## src/core/umb_pkg.sv

```systemverilog
// Package: register map, field layout, carriers and states of the modem status and rate block.
package umb_pkg;

	// ----------------------------------------------------------------
	// Register byte addresses and reset values
	// ----------------------------------------------------------------
	localparam logic [31:0] MSR_ADDR = 32'h4000_5018;
	localparam logic [31:0] SCR_ADDR = 32'h4000_501C;
	localparam logic [31:0] FRC_ADDR = 32'h4000_5024;
	localparam logic [31:0] DIV_ADDR = 32'h4000_5028;
	localparam logic [7:0] SCR_RESET = 8'h00;
	localparam logic [15:0] FRC_RESET = 16'h0000;
	localparam logic [15:0] DIV_RESET = 16'h0001;
	localparam logic [3:0] FLAG_RESET = 4'h0;

	// ----------------------------------------------------------------
	// Field layout
	// ----------------------------------------------------------------
	localparam int FRC_EN_BIT = 15;
	localparam int FRC_M_MSB = 12;
	localparam int FRC_M_LSB = 11;
	localparam int FRC_N_MSB = 10;
	localparam logic [15:0] FRC_WMASK = 16'h9FFF;
	localparam logic [7:0] UPPER_ZERO = 8'h00;

	// ----------------------------------------------------------------
	// Rate generator sizing
	// ----------------------------------------------------------------
	localparam int PRE_W = 4;
	localparam int FRAC_W = 10;
	localparam logic [PRE_W-1:0] PRE_ONE = 4'h1;
	localparam logic [15:0] DIV_ONE = 16'h0001;

	// ----------------------------------------------------------------
	// Carriers and states
	// ----------------------------------------------------------------
	// Modem lines in the order of status bits 7 down to 4.
	typedef struct packed {
		logic carrier;
		logic ring;
		logic set_ready;
		logic clear_send;
	} umb_modem_t;

	// Pins idle high, so status reads zero out of reset.
	localparam umb_modem_t PIN_IDLE = 4'hF;

	typedef struct packed {
		logic en;
		logic [1:0] m;
		logic [10:0] n;
		logic [15:0] div;
	} umb_rate_cfg_t;

	typedef enum logic [1:0] {
		APB_IDLE = 2'b00,
		APB_ACK = 2'b01
	} umb_apb_state_t;

endpackage

```

## src/core/umb_rate_gen.sv

```systemverilog
// Bit rate generator: fractional prescaler followed by the integer divider.
`timescale 1ns/100ps

module umb_rate_gen
(
	input wire logic i_clk,
	input wire logic i_reset,
	input wire umb_pkg::umb_rate_cfg_t i_cfg,
	output logic o_tick16
);
	import umb_pkg::*;

	logic [PRE_W-1:0] pre_cnt;
	logic [FRAC_W-1:0] frac_acc;
	logic [15:0] div_cnt;
	logic [PRE_W-1:0] next_pre_cnt;

	// ----------------------------------------------------------------
	// Prescaler and divider decode
	// ----------------------------------------------------------------
	// Each prescaler period lasts 2M cycles plus N/1024 on average; the carry gives 0 to 2 extra.
	wire [FRAC_W+1:0] frac_sum = {2'b00, frac_acc} + {1'b0, i_cfg.n};
	wire [PRE_W-1:0] frac_period = {1'b0, i_cfg.m, 1'b0} + {2'b00, frac_sum[FRAC_W+1:FRAC_W]};
	wire pre_end = pre_cnt <= PRE_ONE;
	wire pre_tick = ~i_cfg.en | pre_end;
	wire div_hit = div_cnt >= i_cfg.div - DIV_ONE;
	// A zero period from a forbidden M of zero is stretched to one cycle so the count never wraps.
	assign next_pre_cnt = ~i_cfg.en ? PRE_ONE : ~pre_end ? pre_cnt - PRE_ONE :
		(frac_period == '0) ? PRE_ONE : frac_period;

	// Prescaler, fraction accumulator and integer divider.
	always_ff @(posedge i_clk or posedge i_reset)
	begin
		if (i_reset)
		begin
			pre_cnt <= PRE_ONE;
			frac_acc <= '0;
			div_cnt <= '0;
			o_tick16 <= 1'b0;
		end
		else
		begin
			pre_cnt <= next_pre_cnt;
			frac_acc <= ~i_cfg.en ? '0 : pre_end ? frac_sum[FRAC_W-1:0] : frac_acc;
			div_cnt <= ~pre_tick ? div_cnt : div_hit ? '0 : div_cnt + DIV_ONE;
			o_tick16 <= pre_tick & div_hit;
		end
	end

	// ----------------------------------------------------------------
	// Checks
	// ----------------------------------------------------------------
	logic [19:0] gap;
	logic seen;
	logic cfg_mod;
	umb_rate_cfg_t prev_cfg;
	// Both factors are widened first so a large divider cannot overflow the product.
	wire [19:0] lo_span = 20'({i_cfg.m, 1'b0}) * 20'(i_cfg.div);
	wire [19:0] hi_span = 20'({1'b0, i_cfg.m, 1'b0} + 4'h2) * 20'(i_cfg.div);

	// Cycles since the last tick, and whether the setup moved in between.
	always_ff @(posedge i_clk or posedge i_reset)
	begin
		if (i_reset)
		begin
			gap <= '0;
			seen <= 1'b0;
			cfg_mod <= 1'b0;
			prev_cfg <= '0;
		end
		else
		begin
			gap <= o_tick16 ? 20'h00001 : gap + 20'h00001;
			seen <= seen | o_tick16;
			cfg_mod <= (i_cfg != prev_cfg) | (cfg_mod & ~o_tick16);
			prev_cfg <= i_cfg;
		end
	end
endmodule

```

## src/core/umb_modem_rate.sv

```systemverilog
// Top: modem status, scratch and bit rate registers behind an APB slave.
`timescale 1ns/100ps

module umb_modem_rate
(
	input wire logic i_clk,
	input wire logic i_reset,
	input wire logic i_psel,
	input wire logic i_penable,
	input wire logic i_pwrite,
	input wire logic [31:0] i_paddr,
	input wire logic [31:0] i_pwdata,
	output logic [31:0] o_prdata,
	output logic o_pready,
	output logic o_pslverr,
	input wire umb_pkg::umb_modem_t i_modem_n,
	output logic o_tick16
);
	import umb_pkg::*;

	// ----------------------------------------------------------------
	// State
	// ----------------------------------------------------------------
	umb_modem_t sync_a;
	umb_modem_t sync_b;
	umb_modem_t status;
	umb_modem_t next_status;
	logic [3:0] flags;
	logic [3:0] next_flags;
	logic [7:0] scratch;
	logic [15:0] frac_ctrl;
	logic [15:0] int_div;
	umb_apb_state_t state;
	umb_apb_state_t next_state;
	umb_rate_cfg_t rate_cfg;

	// ----------------------------------------------------------------
	// Modem line synchroniser
	// ----------------------------------------------------------------
	// Pins are asynchronous; only the second stage feeds any logic.
	always_ff @(posedge i_clk or posedge i_reset)
	begin
		if (i_reset)
		begin
			sync_a <= PIN_IDLE;
			sync_b <= PIN_IDLE;
		end
		else
		begin
			sync_a <= i_modem_n;
			sync_b <= sync_a;
		end
	end

	// ----------------------------------------------------------------
	// Status levels and change detection
	// ----------------------------------------------------------------
	// Status is active high: a low pin reads as one.
	assign next_status = ~sync_b;

	// Changes are found between the registered status and its next value.
	wire carrier_chg = next_status.carrier ^ status.carrier;
	wire ring_trail = next_status.ring & ~status.ring;
	wire set_ready_chg = next_status.set_ready ^ status.set_ready;
	wire clear_send_chg = next_status.clear_send ^ status.clear_send;
	wire [3:0] flag_set = {carrier_chg, ring_trail, set_ready_chg, clear_send_chg};

	// ----------------------------------------------------------------
	// APB decode
	// ----------------------------------------------------------------
	wire access = i_psel & i_penable;
	wire hit_msr = i_paddr == MSR_ADDR;
	wire hit_scr = i_paddr == SCR_ADDR;
	wire hit_frc = i_paddr == FRC_ADDR;
	wire hit_div = i_paddr == DIV_ADDR;
	wire hit_any = hit_msr | hit_scr | hit_frc | hit_div;
	wire capture = access & (state == APB_IDLE);
	wire done = access & o_pready;
	wire wr_done = done & i_pwrite & ~o_pslverr;
	wire rd_msr_done = done & ~i_pwrite & hit_msr;

	// Only flags that the finishing read actually returned are cleared.
	// A change caught after the data was captured survives for the next read.
	wire [3:0] flag_clr = rd_msr_done ? o_prdata[3:0] : FLAG_RESET;
	// Hardware set wins over the read clear.
	assign next_flags = flag_set | (flags & ~flag_clr);

	// Read data selection; unmapped addresses read zero.
	wire [15:0] msr_word = {UPPER_ZERO, status, flags};
	wire [15:0] scr_word = {UPPER_ZERO, scratch};
	wire [15:0] rd_word = hit_msr ? msr_word :
		hit_scr ? scr_word :
		hit_frc ? frac_ctrl :
		hit_div ? int_div : 16'h0000;

	// ----------------------------------------------------------------
	// APB handshake
	// ----------------------------------------------------------------
	// One wait state: the data is captured in the first access cycle and
	// pready rises in the second, so every output comes from a flop.
	always_comb
	begin
		case (state)
			APB_IDLE: next_state = access ? APB_ACK : APB_IDLE;
			APB_ACK: next_state = APB_IDLE;
			default: next_state = APB_IDLE;
		endcase
	end

	// Handshake state and registered answer.
	always_ff @(posedge i_clk or posedge i_reset)
	begin
		if (i_reset)
		begin
			state <= APB_IDLE;
			o_pready <= 1'b0;
			o_pslverr <= 1'b0;
			o_prdata <= '0;
		end
		else
		begin
			state <= next_state;
			o_pready <= next_state == APB_ACK;
			o_pslverr <= capture ? ~hit_any : o_pslverr & ~done;
			o_prdata <= capture ? {16'h0000, i_pwrite ? 16'h0000 : rd_word} : o_prdata;
		end
	end

	// ----------------------------------------------------------------
	// Modem status register
	// ----------------------------------------------------------------
	// Level bits follow the pins; change flags stay set until read.
	always_ff @(posedge i_clk or posedge i_reset)
	begin
		if (i_reset)
		begin
			status <= ~PIN_IDLE;
			flags <= FLAG_RESET;
		end
		else
		begin
			status <= next_status;
			flags <= next_flags;
		end
	end

	// ----------------------------------------------------------------
	// Scratch and rate control registers
	// ----------------------------------------------------------------
	// Writes take effect on the completing edge only.
	always_ff @(posedge i_clk or posedge i_reset)
	begin
		if (i_reset)
		begin
			scratch <= SCR_RESET;
			frac_ctrl <= FRC_RESET;
			int_div <= DIV_RESET;
		end
		else
		begin
			if (wr_done & hit_scr)
			begin
				scratch <= i_pwdata[7:0];
			end
			if (wr_done & hit_frc)
			begin
				frac_ctrl <= i_pwdata[15:0] & FRC_WMASK;
			end
			if (wr_done & hit_div)
			begin
				int_div <= i_pwdata[15:0];
			end
		end
	end

	// ----------------------------------------------------------------
	// Bit rate generator
	// ----------------------------------------------------------------
	// The scratch byte deliberately stays out of this path.
	assign rate_cfg = '{
		en: frac_ctrl[FRC_EN_BIT],
		m: frac_ctrl[FRC_M_MSB:FRC_M_LSB],
		n: frac_ctrl[FRC_N_MSB:0],
		div: int_div
	};

	// A zero M or divider is tolerated without lockup but gives no defined rate.
	umb_rate_gen u_rate_gen
	(
		.i_clk(i_clk),
		.i_reset(i_reset),
		.i_cfg(rate_cfg),
		.o_tick16(o_tick16)
	);

	// ----------------------------------------------------------------
	// Checks
	// ----------------------------------------------------------------
	logic [1:0] age;
	wire settled = age == 2'h3;

	// Edges since reset release, so the pin history is past the reset.
	always_ff @(posedge i_clk or posedge i_reset)
	begin
		if (i_reset)
		begin
			age <= 2'h0;
		end
		else
		begin
			age <= settled ? age : age + 2'h1;
		end
	end
endmodule

```

## config.mk

```make
export PLATFORM = sky130hd
export DESIGN_NAME = umb_modem_rate
export DESIGN_NICKNAME = d
export VERILOG_FILES = /design/src/core/umb_pkg.sv /design/src/core/umb_rate_gen.sv /design/src/core/umb_modem_rate.sv
export SDC_FILE = /design/constraint.sdc
export NUM_CORES = 1
export LEC_CHECK = 0
export ABC_AREA = 1
export BUFFER_PORTS_ARGS = -buffer_cell sky130_fd_sc_hd__buf_2
export CORE_MARGIN = 5
export CORE_UTILIZATION = 63
export CTS_BUF_LIST = sky130_fd_sc_hd__clkbuf_8
export CTS_CLUSTER_SIZE = 25
export DETAILED_ROUTE_END_ITERATION = 6
export HOLD_SLACK_MARGIN = 0.02
export MAX_ROUTING_LAYER = met4
export PLACE_DENSITY = 0.93
export REMOVE_ABC_BUFFERS = 1
export SLEW_MARGIN = 20
export SYNTH_ARGS = -nofsm -noshare
export SYNTH_HDL_FRONTEND = slang
export SYNTH_SLANG_ARGS = --single-unit
```

## constraint.sdc

```tcl
create_clock -name i_clk -period 6 [get_ports i_clk]
set_input_delay 0 -clock i_clk [delete_from_list [all_inputs] [get_ports i_clk]]
set_output_delay 0 -clock i_clk [all_outputs]
set_load 0.005 [all_outputs]
```

==> metrics.md <==
| Metric | Value |
|---|---|
| CP startpoint kind | `flop` |
| Cts bufs inserted | `9` |
| #FFs+latches synth | `103` |
| Worst Path Max Fanout | `13` |
| RSZ-0062 raised after global routing | `false` |
| Mux contribution to synthesized area | `0%` |
| IO Port Bufs | `75` |
| Status | `complete, no violations` |
| EDFF count, synth | `0` |
| Syn_area_per_cell | `7.59 um^2` |
| Die area | `12300 um^2` |
| Final setup violation count | `0` |
| Root Driver | `clkbuf_8` |
| Area growth syn-to-layout | `12.6%` |
| Post-Synthesis Cells | `847` |
| DRT antenna net count | `0` |
| Layout cells sized above 1 | `16.7%` |
| Top cells by area, synth | `dfrtp_1 (36%), nand2_1 (15%), ha_1 (6.4%)` |
| CTS sink cnt | `103` |
| Synth top area share | `36.2%` |
| CTS tree | `done` |
| Post-synthesis compound-gate area fraction | `7.94%` |
| Hold_buf cts | `24` |
| Leak Pwr | `3.99 nW` |
| Largest family of logic cells by synthesized area | `simple AND/OR/NAND/NOR gates` |
| Fin worst setup slack | `2.80 ns` |
| All-Layer GR Usage | `27.3%` |
| Vias in the first global route | `5803` |
| Post-Syn Area | `6430 um^2` |
| Drt wl/cell | `14.8 um` |
| Multi-input logic area | `3250 um^2` |
| Synth warnings | `0` |
| Part of the Yosys area used for sequential elements | `40.3%` |
| Arrival time worst endpoint | `3.47 ns` |
| Setup TNS | `0 ns` |
| Clock Latency Late Sink | `0.39 ns` |
| GRT Residual Overflow | `0` |
| Synth cell count leaders | `nand2_1 (253), inv_1 (101), dfrtp_1 (93)` |
| Post-place setup slack | `2.92 ns` |
| DRC | `0` |
| Kind of critical path | `flop to flop` |
| Core Rows | `36` |
| Power Total | `1.23 mW` |
| Clk_skew | `0.0132 ns` |
| DR iter-0 viols | `519` |
| Fmax | `312 MHz` |
| Final nets | `1049` |
| Most common cell in the netlist | `nand2_1` |
| Routed vias/inst | `5.50` |
| Initial Util | `65.2%` |
| Reg area | `2590 um^2` |
| Final Cycle Share | `53.3%` |
| Post-CTS setup buffer count | `0` |
| Diodes inserted | `0` |
| Chip width | `111 um` |
| Area leader, netlist | `dfrtp_1` |
| Hold Path Class | `primary input to flop` |
| DR vias | `5944` |
| Total Wirelength | `15900 um` |
| Final Wtd Congestion | `0.878` |
| Clk slew on worst S/H paths | `0.11 ns` |
| Crit. End Element | `flop` |
| Synth Area in XOR/XNOR | `2.86%` |
| Peak supply drop | `0.000159 V` |
| Top_reg_cell synth | `dfrtp_1` |
| Top Ports | `108` |
| Required @ worst endpoint | `6.27 ns` |
| H-tree Lvls | `3` |
| Largest net degree at the start of global routing | `75` |
| Worst Hold Slack | `0.0477 ns` |
| Worst-Margin Slew | `0.993 ns` |
| Synth async-reset ratio | `100%` |
| Longest Clk Path Bufs | `2` |
| Max_cap viols | `0` |
| PD cells | `170 nW/um^2` |
| Initial antenna violation count | `0` |
| Post_cts resized | `0` |
| Die Y | `111 um` |
| Synth Area in Simple Gates | `32.1%` |
| Max-slew headroom | `33.6%` |
| Core region area | `9860 um^2` |
| Hpwl dp | `10900 um` |
| Drt pass-1 iters | `6` |
| Layout fillers | `710` |
| Yosys cell types | `40` |
| First-pass GRT wire length | `27100 um` |
| Final hold vios | `0` |
| Final Slew Violations | `0` |
| Post-synthesis adder-cell area fraction | `6.73%` |
| Final instance area | `7240 um^2` |
| Dpl cell area | `6810 um^2` |
| Period minus WS final | `3.20 ns` |
stage by stage:
step	std cells	util [%]
after floorplan	831	-
after global placement	1040	69.0
after detailed placement	1040	69.0
after CTS	1080	73.4
after global routing	1080	73.4
final	1080	73.4
report_power, final:
part | internal [mW] | leakage, nW | switching (mW)
logic | 0.0330 | 2.57 | 0.0531
clock network | 0.164 | 0.100 | 0.279
registers | 0.701 | 1.32 | 0.00325
area by class of cell:
class / count / area share, %
tap: 133 / 2.30
sequential: 103 / 35.8
timing repair buffer: 100 / 8.61
inverter: 110 / 5.74
clock buffer: 9 / 1.71
multi-input combinational: 618 / 44.9
clock inverter: 7 / 0.951
state kept, by name (all words and copies together), names as in the netlist:
register             flops
sync_a                   4
flags                    4
u_rate_gen.pre_cnt       4
u_rate_gen.frac_acc     10
frac_ctrl               14
sync_b                   4
scratch                  8
state                    1
int_div                 16
msr_word                 4
u_rate_gen.o_tick16      1
o_prdata                16
o_pslverr                1
u_rate_gen.div_cnt      16
cell families (layout without fill, tap and decap cells):
family,count (synthesis),after routing
AOI/OAI and AO/OA,83,83
xor gates and xnor gates,21,21
adders and majority gates,34,34
buffers and inverters,141,226
DFF,103,103
other,1,16
and+or+nand+nor,464,464
cell usage in the layout, fill, tap and decap left out, types with 3 or more instances in the layout:
cell / count
o21ai_0: 17
a21oi_1: 18
or2_2: 3
nand2_2: 3
dlygate4sd3_1: 24
nand4_1: 10
xnor2_1: 8
dfrtp_1: 93
nor2_4: 3
dfstp_2: 10
nand3b_1: 7
inv_1: 100
nor3_2: 6
nor3_1: 5
clkbuf_8: 9
ha_1: 33
xor2_1: 13
buf_2: 75
conb_1: 16
o21ai_2: 16
nand2_1: 253
nor2_1: 86
o21ai_1: 24
nand3_1: 73
inv_2: 8
inv_8: 3
nor2_2: 8
path summary, 6_finish.rpt:
check / from / to / slack (ns) / depth (start not counted)
min in group asynchronous: i_reset / u_rate_gen.div_cnt[6]$_DFFE_PP0P_ / 0.12 / 3
min: i_pwrite / scratch[5]$_DFFE_PP0P_ / 0.05 / 4
max: int_div[0]$_DFFE_PP1P_ / u_rate_gen.div_cnt[12]$_DFFE_PP0P_ / 2.80 / 16
max in group asynchronous: i_reset / u_rate_gen.frac_acc[9]$_DFFE_PP0P_ / 4.62 / 4
min reg2reg: sync_a[1]$_DFF_PP1_ / sync_b[1]$_DFF_PP1_ / 0.36 / 0
max reg2reg: int_div[0]$_DFFE_PP1P_ / u_rate_gen.div_cnt[12]$_DFFE_PP0P_ / 2.80 / 16
critical path, cell delays in order (launching register included):
cell and delay (ns):
dfstp_2 0.42, inv_1 0.15, ha_1 0.25, nand2_1 0.13, nor3_2 0.27, nand3_1 0.14, nor2_1 0.13, xor2_1 0.15
inv_1 0.05, ha_1 0.28, nand2_1 0.09, nor3_1 0.32, nand2_1 0.14, nand3_1 0.14, nand2_1 0.11, inv_2 0.23
nor2_1 0.08
metal layers:
| metal | part of all wire (%) | wire (um) | global-route usage [%] |
|---|---|---|---|
| met1 | 39 | 6240 | 33.3 |
| met2 | 51 | 8080 | 45.1 |
| met3 | 6.3 | 1000 | 3.98 |
| met4 | 3.9 | 623 | 12.3 |
| met5 | 0 | 0 | - |
No activity file was read; power rests on OpenSTA's default activity.
